--- config.mk ---
export PLATFORM = sky130hd
export DESIGN_NAME = did_dispatch
export DESIGN_NICKNAME = d
export VERILOG_FILES = /design/src/rtl/did_pkg.sv /design/src/rtl/did_dispatch.sv
export VERILOG_INCLUDE_DIRS = /design/src /design/src/rtl
export SDC_FILE = /design/constraint.sdc
export NUM_CORES = 1
export LEC_CHECK = 0
export BUFFER_PORTS_ARGS = -buffer_cell sky130_fd_sc_hd__buf_4
export CAP_MARGIN = 10
export CORE_MARGIN = 2
export CORE_UTILIZATION = 55
export CTS_CLUSTER_DIAMETER = 60
export DETAILED_ROUTE_END_ITERATION = 6
export PLACE_DENSITY = 0.81
export SLEW_MARGIN = 0
export SYNTH_ARGS = -nofsm -noshare
export SYNTH_HDL_FRONTEND = slang
export SYNTH_SLANG_ARGS = --single-unit
--- constraint.sdc ---
create_clock -name clk_sys -period 5.3 [get_ports clk_sys]
set_clock_uncertainty 0.2 [all_clocks]
set_input_delay 0.53 -clock clk_sys [delete_from_list [all_inputs] [get_ports clk_sys]]
set_output_delay 0.53 -clock clk_sys [all_outputs]
set_load 0.02 [all_outputs]
--- src/rtl/did_params.svh ---
/*
  Constants for the DMA instruction dispatch block: instruction field
  positions, opcode pattern, increment step, register offsets, field
  layouts and reset values.
  Assumes inclusion by bare name from the package and the design file.
*/
`ifndef DID_PARAMS_SVH
`define DID_PARAMS_SVH

// ----------------------------------------------------------------------
// Instruction fields
// ----------------------------------------------------------------------
`define DID_OPC_HI 31
`define DID_OPC_LO 29
`define DID_OPC_DMA 3'h3
`define DID_PORT_BIT 28
`define DID_WRITE_BIT 27
`define DID_INC_BIT 26
`define DID_LEN_HI 26
`define DID_LEN_EXT_HI 25
`define DID_LEN_LO 19
`define DID_RLA_HI 18
`define DID_RLA_LO 14
`define DID_RSA_HI 13
`define DID_RSA_LO 10
`define DID_CTL_HI 9
`define DID_CTL_LO 5
`define DID_IBI_BIT 9
`define DID_CRCX_BIT 8
`define DID_CRCY_BIT 7
`define DID_RSB_HI 4
`define DID_RSB_LO 0

// ----------------------------------------------------------------------
// Buffer address advance
// ----------------------------------------------------------------------
`define DID_RLA_STEP 9'h040
`define DID_RLA_WRAP_HI 8

// ----------------------------------------------------------------------
// Register map
// ----------------------------------------------------------------------
`define DID_OFS_MODE 8'h00
`define DID_OFS_ALT 8'h04
`define DID_OFS_STATUS 8'h08
`define DID_MODE_EXT_BIT 5
`define DID_ALT_LEN_HI 7
`define DID_ALT_LEN_LO 0
`define DID_ALT_CRCX_BIT 8
`define DID_ALT_CRCY_BIT 9
`define DID_MODE_RST 32'h0000_0000
`define DID_ALT_RST 32'h0000_0000
`define DID_RESP_OKAY 2'h0
`define DID_RESP_SLVERR 2'h2

`endif

--- src/rtl/did_pkg.sv ---
/*
  Types shared by the DMA instruction dispatch block.
  Assumes did_params.svh is on the include path.
*/
`include "did_params.svh"

package did_pkg;

  typedef logic [31:0] did_word_t;
  typedef logic [4:0] did_rla_sel_t;
  typedef logic [3:0] did_rsa_sel_t;
  typedef logic [4:0] did_rsb_sel_t;
  typedef logic [7:0] did_len_t;
  typedef logic [4:0] did_ctl_t;

endpackage

--- src/rtl/did_dispatch.sv ---
/*
  DMA instruction decoder and dispatcher: decodes DMA opcodes from the
  issue stage, loads one request slot per port queue, and schedules the
  buffer address register advance as a delayed writeback.
  Assumes the pipeline reads rla_value from its register file for the
  presented instruction, retires one instruction per accepted cycle, and
  writes rla_wr_data at the edge that ends a cycle with rla_wr_en high.
*/
// Decided for this implementation: the address map and the AXI4-Lite interface to the registers.
`timescale 1ns/100ps
`include "did_params.svh"

// What this block does
// - Opcode 011 in bits 31:29 is DMA; bits 28:27 pick port and direction.
// - Each dispatched DMA instruction loads one request into its port queue.
// - Buffer address, first and second source selects come from the word.
// - Advance buffer address by 64 modulo 512 when advancing applies.
// - Advancing is allowed only while the extended DMA mode bit is one.
// - Extended mode off: bit 26 is length MSB, no advance ever.
// - Extended mode on: bit 26 set advances at commit, clear leaves it.
// - The next instruction still reads the old buffer address.
// - The second following instruction may read old or new value.
// - From the third following instruction on, the new value is read.
// - The alternate length register may supply length and options.
// - Without an explicit length, length and checksum come from it.
// - Bits 9:5 of every DMA instruction form the control field.
module did_dispatch
  import did_pkg::*;
#(
  parameter int ADDR_W = 8
)
(
  input wire logic clk_sys,
  input wire logic srst,
  input wire logic ce,
  input wire logic [31:0] instr,
  input wire logic instr_valid,
  output logic instr_ready,
  input wire did_word_t rla_value,
  output logic rla_wr_en,
  output did_rla_sel_t rla_wr_sel,
  output did_word_t rla_wr_data,
  output logic [1:0] q_valid,
  input wire logic [1:0] q_ready,
  output logic [1:0] q_write,
  output did_len_t [1:0] q_length,
  output did_ctl_t [1:0] q_control,
  output logic [1:0] q_crc_x,
  output logic [1:0] q_crc_y,
  output did_rla_sel_t [1:0] q_rla_sel,
  output did_rsa_sel_t [1:0] q_rsa_sel,
  output did_rsb_sel_t [1:0] q_rsb_sel,
  input wire logic [ADDR_W-1:0] s_axi_awaddr,
  input wire logic s_axi_awvalid,
  output logic s_axi_awready,
  input wire logic [31:0] s_axi_wdata,
  input wire logic [3:0] s_axi_wstrb,
  input wire logic s_axi_wvalid,
  output logic s_axi_wready,
  output logic [1:0] s_axi_bresp,
  output logic s_axi_bvalid,
  input wire logic s_axi_bready,
  input wire logic [ADDR_W-1:0] s_axi_araddr,
  input wire logic s_axi_arvalid,
  output logic s_axi_arready,
  output logic [31:0] s_axi_rdata,
  output logic [1:0] s_axi_rresp,
  output logic s_axi_rvalid,
  input wire logic s_axi_rready
);

  generate
    if (ADDR_W < 4)
    begin : g_bad_addr
      $error("did_dispatch: ADDR_W must be at least 4");
    end
  endgenerate

  // ----------------------------------------------------------------------
  // Decode
  // ----------------------------------------------------------------------
  did_word_t mode_reg;
  did_word_t alt_reg;
  logic is_dma;
  logic port;
  logic ext_en;
  logic inc;
  logic accept;
  logic dispatch;
  logic [1:0] slot_free;
  did_len_t next_len;
  logic next_crc_x;
  logic next_crc_y;
  logic [8:0] next_rla_low;

  always_comb
  begin
    is_dma = instr[`DID_OPC_HI:`DID_OPC_LO] == `DID_OPC_DMA;
    port = instr[`DID_PORT_BIT];
    ext_en = mode_reg[`DID_MODE_EXT_BIT];
    inc = is_dma && ext_en && instr[`DID_INC_BIT];
    if (!instr[`DID_IBI_BIT])
    begin
      next_len = alt_reg[`DID_ALT_LEN_HI:`DID_ALT_LEN_LO];
      next_crc_x = alt_reg[`DID_ALT_CRCX_BIT];
      next_crc_y = alt_reg[`DID_ALT_CRCY_BIT];
    end
    else
    begin
      if (ext_en)
        next_len = {1'b0, instr[`DID_LEN_EXT_HI:`DID_LEN_LO]};
      else
        next_len = instr[`DID_LEN_HI:`DID_LEN_LO];
      next_crc_x = instr[`DID_CRCX_BIT];
      next_crc_y = instr[`DID_CRCY_BIT];
    end
    // Nine-bit sum wraps at 512 by itself
    next_rla_low = rla_value[`DID_RLA_WRAP_HI:0] + `DID_RLA_STEP;
  end

  assign slot_free = ~q_valid | q_ready;
  // Non-DMA words are consumed at once with no effect
  assign instr_ready = ce && (!is_dma || slot_free[port]);
  assign accept = instr_valid && instr_ready;
  assign dispatch = accept && is_dma;

  // ----------------------------------------------------------------------
  // Port request slots
  // ----------------------------------------------------------------------
  genvar p;
  generate
    for (p = 0; p < 2; p++)
    begin : g_port
      logic hit;
      assign hit = dispatch && (port == 1'(p));

      always_ff @(posedge clk_sys)
      begin
        if (srst)
          q_valid[p] <= 1'b0;
        else if (ce)
        begin
          if (hit)
            q_valid[p] <= 1'b1;
          else if (q_ready[p])
            q_valid[p] <= 1'b0;
        end
      end

      always_ff @(posedge clk_sys)
      begin
        if (srst)
        begin
          q_write[p] <= 1'b0;
          q_length[p] <= '0;
          q_control[p] <= '0;
          q_crc_x[p] <= 1'b0;
          q_crc_y[p] <= 1'b0;
          q_rla_sel[p] <= '0;
          q_rsa_sel[p] <= '0;
          q_rsb_sel[p] <= '0;
        end
        else if (ce && hit)
        begin
          q_write[p] <= instr[`DID_WRITE_BIT];
          q_length[p] <= next_len;
          q_control[p] <= instr[`DID_CTL_HI:`DID_CTL_LO];
          q_crc_x[p] <= next_crc_x;
          q_crc_y[p] <= next_crc_y;
          q_rla_sel[p] <= instr[`DID_RLA_HI:`DID_RLA_LO];
          q_rsa_sel[p] <= instr[`DID_RSA_HI:`DID_RSA_LO];
          q_rsb_sel[p] <= instr[`DID_RSB_HI:`DID_RSB_LO];
        end
      end
    end
  endgenerate

  // ----------------------------------------------------------------------
  // Buffer address advance
  // ----------------------------------------------------------------------
  // Two stages so the following instruction still reads the old value;
  // the write lands at the edge that retires the second follower, which
  // therefore may see either value under stalls.
  logic s1_vld;
  did_rla_sel_t s1_sel;
  did_word_t s1_data;

  always_ff @(posedge clk_sys)
  begin
    if (srst)
    begin
      s1_vld <= 1'b0;
      s1_sel <= '0;
      s1_data <= '0;
    end
    else if (ce)
    begin
      s1_vld <= dispatch && inc;
      if (dispatch && inc)
      begin
        s1_sel <= instr[`DID_RLA_HI:`DID_RLA_LO];
        s1_data <= {rla_value[31:`DID_RLA_WRAP_HI+1], next_rla_low};
      end
    end
  end

  always_ff @(posedge clk_sys)
  begin
    if (srst)
    begin
      rla_wr_en <= 1'b0;
      rla_wr_sel <= '0;
      rla_wr_data <= '0;
    end
    else if (ce)
    begin
      rla_wr_en <= s1_vld;
      rla_wr_sel <= s1_sel;
      rla_wr_data <= s1_data;
    end
  end

  // ----------------------------------------------------------------------
  // AXI4-Lite slave
  // ----------------------------------------------------------------------
  logic aw_hold;
  logic w_hold;
  logic [ADDR_W-1:0] aw_addr;
  did_word_t w_data;
  logic [3:0] w_strb;
  logic [15:0] dispatch_cnt;
  logic do_write;

  assign s_axi_awready = ce && !aw_hold && !s_axi_bvalid;
  assign s_axi_wready = ce && !w_hold && !s_axi_bvalid;
  assign s_axi_arready = ce && !s_axi_rvalid;
  assign do_write = ce && aw_hold && w_hold && !s_axi_bvalid;

  always_ff @(posedge clk_sys)
  begin
    if (srst)
    begin
      aw_hold <= 1'b0;
      w_hold <= 1'b0;
      aw_addr <= '0;
      w_data <= '0;
      w_strb <= '0;
    end
    else if (ce)
    begin
      if (s_axi_awvalid && s_axi_awready)
      begin
        aw_hold <= 1'b1;
        aw_addr <= s_axi_awaddr;
      end
      else if (do_write)
        aw_hold <= 1'b0;
      if (s_axi_wvalid && s_axi_wready)
      begin
        w_hold <= 1'b1;
        w_data <= s_axi_wdata;
        w_strb <= s_axi_wstrb;
      end
      else if (do_write)
        w_hold <= 1'b0;
    end
  end

  always_ff @(posedge clk_sys)
  begin
    if (srst)
    begin
      mode_reg <= `DID_MODE_RST;
      alt_reg <= `DID_ALT_RST;
      s_axi_bvalid <= 1'b0;
      s_axi_bresp <= `DID_RESP_OKAY;
    end
    else if (ce)
    begin
      if (do_write)
      begin
        s_axi_bvalid <= 1'b1;
        s_axi_bresp <= `DID_RESP_OKAY;
        if (aw_addr == ADDR_W'(`DID_OFS_MODE))
        begin
          for (int b = 0; b < 4; b++)
            if (w_strb[b])
              mode_reg[8*b +: 8] <= w_data[8*b +: 8];
        end
        else if (aw_addr == ADDR_W'(`DID_OFS_ALT))
        begin
          for (int b = 0; b < 4; b++)
            if (w_strb[b])
              alt_reg[8*b +: 8] <= w_data[8*b +: 8];
        end
        else if (aw_addr != ADDR_W'(`DID_OFS_STATUS))
          s_axi_bresp <= `DID_RESP_SLVERR;
      end
      else if (s_axi_bready)
        s_axi_bvalid <= 1'b0;
    end
  end

  always_ff @(posedge clk_sys)
  begin
    if (srst)
      dispatch_cnt <= '0;
    else if (dispatch)
      dispatch_cnt <= dispatch_cnt + 16'h0001;
  end

  always_ff @(posedge clk_sys)
  begin
    if (srst)
    begin
      s_axi_rvalid <= 1'b0;
      s_axi_rdata <= '0;
      s_axi_rresp <= `DID_RESP_OKAY;
    end
    else if (ce)
    begin
      if (s_axi_arvalid && s_axi_arready)
      begin
        s_axi_rvalid <= 1'b1;
        s_axi_rresp <= `DID_RESP_OKAY;
        if (s_axi_araddr == ADDR_W'(`DID_OFS_MODE))
          s_axi_rdata <= mode_reg;
        else if (s_axi_araddr == ADDR_W'(`DID_OFS_ALT))
          s_axi_rdata <= alt_reg;
        else if (s_axi_araddr == ADDR_W'(`DID_OFS_STATUS))
          s_axi_rdata <= {s1_vld, rla_wr_en, q_valid, 12'h000,
                          dispatch_cnt};
        else
        begin
          s_axi_rdata <= '0;
          s_axi_rresp <= `DID_RESP_SLVERR;
        end
      end
      else if (s_axi_rready)
        s_axi_rvalid <= 1'b0;
    end
  end
endmodule

Word level (Yosys, flattened, before mapping) --
Cells that the tools add are included.
Storage, ports and cells: register bits 302, output and inout bits 142, logic and storage cells 135, input bits 127
Operators by class: mux-type cells 26, bitwise gates (word level) 4, equal/unequal tests 5, reductions and logical operators 54, $add $sub $neg 2, magnitude comparators 1
Operators by type and width (number):
- 2-to-1 mux 32 bit | 3
- AND reduction 2 bit | 11
- logical AND 1 bit | 21
- AND reduction 5 bit | 4
- adder 16 x 1 -> 16 bit, second input constant | 1
- equality test 8 x 3 -> 1 bit, second input constant | 2
- zero test 8 bit | 2
- 2-to-1 mux 8 bit | 2
- AND reduction 4 bit | 4
- 2-to-1 mux 1 bit | 15
- 2-to-1 mux 2 bit | 6
- nonzero test 2 bit | 6
- adder 9 x 7 -> 9 bit, second input constant | 1
- equality test 8 x 4 -> 1 bit, second input constant | 1
- inequality test 8 x 4 -> 1 bit, second input constant | 1
- zero test 1 bit | 5
- equality test 3 x 2 -> 1 bit, second input constant | 1
- < comparator 1 x 2 -> 1 bit, second input constant | 1
- inverter 1 bit | 2
- inverter 2 bit | 1
- OR 2 bit | 1
- logical OR 1 bit | 1

Logic depth before layout (Yosys ltp) --
word-level depth 11, depth in mapped cells 8, gate-level depth less buffers 5

Least setup slack after synthesis --
OpenSTA, ideal clock, no wires.
path kind input port to flip-flop, start point input ce, end point register w_data[10], buffers on the path 3, cell stages on the path 7, data arrival time 2.194 ns, slack 2.835 ns, data required time 5.030 ns, cell sequence buf_4 > nor3b_1 > and2_1 > clkbuf_1 > clkbuf_1 > nand2_1 > a21oi_1
On the way: word-level cells in the longest chain between the ends 4
Ends and longest elaborated chain:
- from (decl) | line did_dispatch.sv:35 | input wire logic ce,
- logical AND 1 bit (2 in series) | line did_dispatch.sv:235 | assign s_axi_wready = ce && !w_hold && !s_axi_bvalid;
- via s_axi_wready | line did_dispatch.sv:59 | output logic s_axi_wready,
- logical AND 1 bit | line did_dispatch.sv:258 | if (s_axi_wvalid && s_axi_wready)
- AND reduction 2 bit (no source line)
- to (signal assigned) | line did_dispatch.sv:261 | w_data <= s_axi_wdata;
- to (decl) | line did_dispatch.sv:229 | did_word_t w_data;
The timed path passes the listed nets, and every way through them passes these cells. A chain may end at the register's enable or synchronous reset.

Final worst setup path --
start point register q_valid[0], end point output instr_ready
On the way: word-level cells in the longest chain between the ends 6
Ends and longest elaborated chain:
- from (decl) | line did_dispatch.sv:43 | output logic [1:0] q_valid,
- from (signal, indexed assignment) | line did_dispatch.sv:140 | q_valid[p] <= 1'b0;
- from (signal, indexed assignment) | line did_dispatch.sv:144 | q_valid[p] <= 1'b1;
- from (signal, indexed assignment) | line did_dispatch.sv:146 | q_valid[p] <= 1'b0;
- inverter 2 bit | line did_dispatch.sv:121 | assign slot_free = ~q_valid | q_ready;
- OR 2 bit | line did_dispatch.sv:121
- 2-to-1 mux 1 bit (implied by the code) (2 in series) | line did_dispatch.sv:123 | assign instr_ready = ce && (!is_dma || slot_free[port]);
- logical OR 1 bit | line did_dispatch.sv:123
- logical AND 1 bit | line did_dispatch.sv:123
- to (decl) | line did_dispatch.sv:38 | output logic instr_ready,
Every way passes these cells. The select of a mux whose other input is x is not followed.

==> results.py <==
metrics = {
    "setup_path": {
        "reg2reg_depth": 4,
        "arrival_ps": 2010,
        "r2r-end": "mode_reg[7]",
        "end_kind": "output pin",
        "required_ps": 4570,
        "critical-path-max-stage-delay_ps": 550,
        "cp-startpoint": "q_valid[0]",
        "r2r-start": "aw_addr[7]",
        "r2r_slack_ps": 2570,
        "crit_chain": "nor3b_1, nor2_1, o21a_1, buf_4",
        "path_max_fanout": 5,
        "worstSetupPathType": "reg2out",
        "worstSetupStartpointType": "flop",
        "critPathSlowestCell": "nor3b_1",
    },
    "power": {
        "total_power_mw": 4.61,
        "p_per_area_nw_per_um2": 319,
        "ir_drop_v": 0.000267,
        "leakage_nw": 6.04,
    },
    "logic_synthesis": {
        "synth_area_per_cell_um2": 9.20,
        "synth_edf_count": 0,
        "async_flop_share_pct": 0,
        "syn_inst": 1244,
        "ys.flop_type": "dfxtp_1",
        "synth_seq_cells": 300,
        "yosysWarnings": 0,
        "ys_seq_area_share_pct": 52.4,
        "ys_types": 49,
        "netlist_area_um2": 11500,
    },
    "clock_network": {
        "cts_resized": 0,
        "cts.sinks": 300,
        "cts-root-buf": "clkbuf_16",
        "cts_made_buffers": 29,
        "cts_htree_levels": 1,
        "cts_setup_buffers": 0,
        "hold_buffers": 0,
        "clk_path_buf_depth": 3,
        "clk_pin_slew_worst_paths_ps": 60,
        "clk_latency_ps": 530,
        "tritoncts": "built",
    },
    "global_routing": {
        "grt_use_met1_pct": 33.2,
        "grt.overflow.total": 0,
        "grt_pass1_wl_um": 47200,
        "gr-usage-met3_pct": 3.59,
        "grt_pass1_vias": 9371,
        "grt_max_degree": 145,
        "gr-max-usage-layer": "met2",
        "antenna_found_initial": 0,
        "globalRouteMet2Util_pct": 45.6,
        "grt_usage_pct": 26.1,
    },
    "route": {
        "ant_nets": 0,
        "wl_um": 29800,
        "wl_per_cell_um": 17.0,
        "vias_per_cell": 5.55,
        "firstDrtPassIters": 5,
        "drc_errors": 0,
        "drtIter0Drc": 575,
        "vias": 9732,
    },
    "worst_hold_path": {
        "holdPathStages": 3,
        "hold_end": "s1_data[29]",
        "hold_start": "rla_value[29]",
        "min_path_type": "in2reg",
    },
    "floorplanning": {
        "num_rows": 52,
        "dieArea_um2": 22000,
        "io_pins": 269,
        "floorplan.initialDensity_pct": 56.2,
        "die_w_um": 148,
        "core_um2": 20400,
        "die_h_um": 148,
    },
    "placement": {
        "port_buffers": 266,
        "gp_congestion": 0.809,
        "dp_hpwl_um": 20200,
    },
    "timing": {
        "hold_viol": 0,
        "rsz0062_at_grt": "no",
        "max_slew_margin_pct": 29.3,
        "setup_tns_ps": 0,
        "min_period_over_period_pct": 51.7,
        "worstMarginPinSlew_ps": 1050,
        "period_needed_ps": 2740,
        "max_freq_ghz": 0.365,
        "setup_viol": 0,
        "drv_slew": 0,
    },
    "layout": {
        "drive_gt1_share_pct": 23.1,
        "final_cell_mix": "dfxtp_1, buf_4, nor2_1, nand2_1, mux2i_1",
        "nNetsFinal": 1593,
        "fillers": 1599,
        "final_common_cell": "dfxtp_1",
        "diodes": 0,
        "syn_to_final_growth_pct": 26.3,
    },
    "flow_run": {
        "drv_cap": 0,
    },
    "status": {
        "status": "completed",
    },
}
==> through the flow <==
step	std cells	cell area [um^2]	setup slack (ps)	hold slack (ps)	utilization, %
finish	1752	14500	2560	35.3	71.0
global route	1752	14500	2450	28.9	71.0
CTS	1752	14500	2500	19.2	71.0
detailed placement	1703	13600	2170	248	66.6
global placement	1703	13600	2250	242	66.6
floorplan	1245	11500	2840	244	-
==> Yosys cell counts (6+ instances only) <==
master	number	area share, %
buf_1	8	0.26
nor4_1	8	0.44
clkbuf_1	70	2.3
a221oi_1	32	2.4
or3_1	6	0.33
a211oi_1	19	1.2
inv_1	6	0.20
nor3_1	33	1.4
nand3b_1	9	0.59
a21oi_1	103	4.5
nor2_1	201	6.6
a22o_1	20	1.5
dfxtp_1	300	52
or4_1	7	0.46
nor3b_1	7	0.46
mux2i_1	149	13
buf_2	10	0.44
nand2_1	188	6.2
==> worst max-delay path, delay by kind of cell (launching register included) <==
kind | cells | cell delay (ps)
buf+inv | 1 | 160
compound gates | 1 | 200
flops | 1 | 480
simple gates | 2 | 630
==> layout make-up <==
| type | instances | area [um^2] | area share (%) |
|---|---|---|---|
| clock buffer | 44 | 852 | 5.89 |
| clock inverter | 5 | 50.0 | 0.346 |
| inverter | 6 | 22.5 | 0.156 |
| multi-input combinational | 846 | 5080 | 35.1 |
| sequential | 300 | 6010 | 41.5 |
| tap | 270 | 338 | 2.34 |
| timing repair buffer | 281 | 2120 | 14.6 |
==> layer usage <==
| metal | share of wire (%) | wire, um |
|---|---|---|
| met1 | 42 | 12400 |
| met2 | 49 | 14700 |
| met3 | 6.2 | 1850 |
| met4 | 2.8 | 826 |
| met5 | 0 | 0 |
==> report_power, final <==
group	total [mW]	switching, mW	internal [mW]
logic	0.331	0.189	0.143
registers	2.32	0.0307	2.29
clock network	1.95	0.810	1.14
total	4.61	1.03	3.58
==> kinds of logic (layout without fill, tap and decap cells) <==
logic type | after synthesis | count (layout) | synth area share [%]
other | 1 | 2 | 0.0327
flip-flops | 300 | 300 | 52.4
AO/OA/AOI/OAI | 188 | 188 | 10.6
XOR/XNOR | 3 | 3 | 0.229
AND/OR/NAND/NOR | 500 | 500 | 19.8
multiplexers | 151 | 151 | 13.2
adder cells (fa/ha/maj) | 2 | 2 | 0.218
buffers and inverters | 99 | 336 | 3.53
==> worst max-delay path by stage <==
stage,endpoint,cells past startpoint,slack (ps)
2_1_floorplan,w_data[10],7,2840
3_3_place_gp,alt_reg[7],5,2250
3_5_place_dp,alt_reg[7],5,2170
4_1_cts,instr_ready,4,2500
5_1_grt,instr_ready,4,2450
6_report,instr_ready,4,2560
Power figures use the tool's default switching activity.
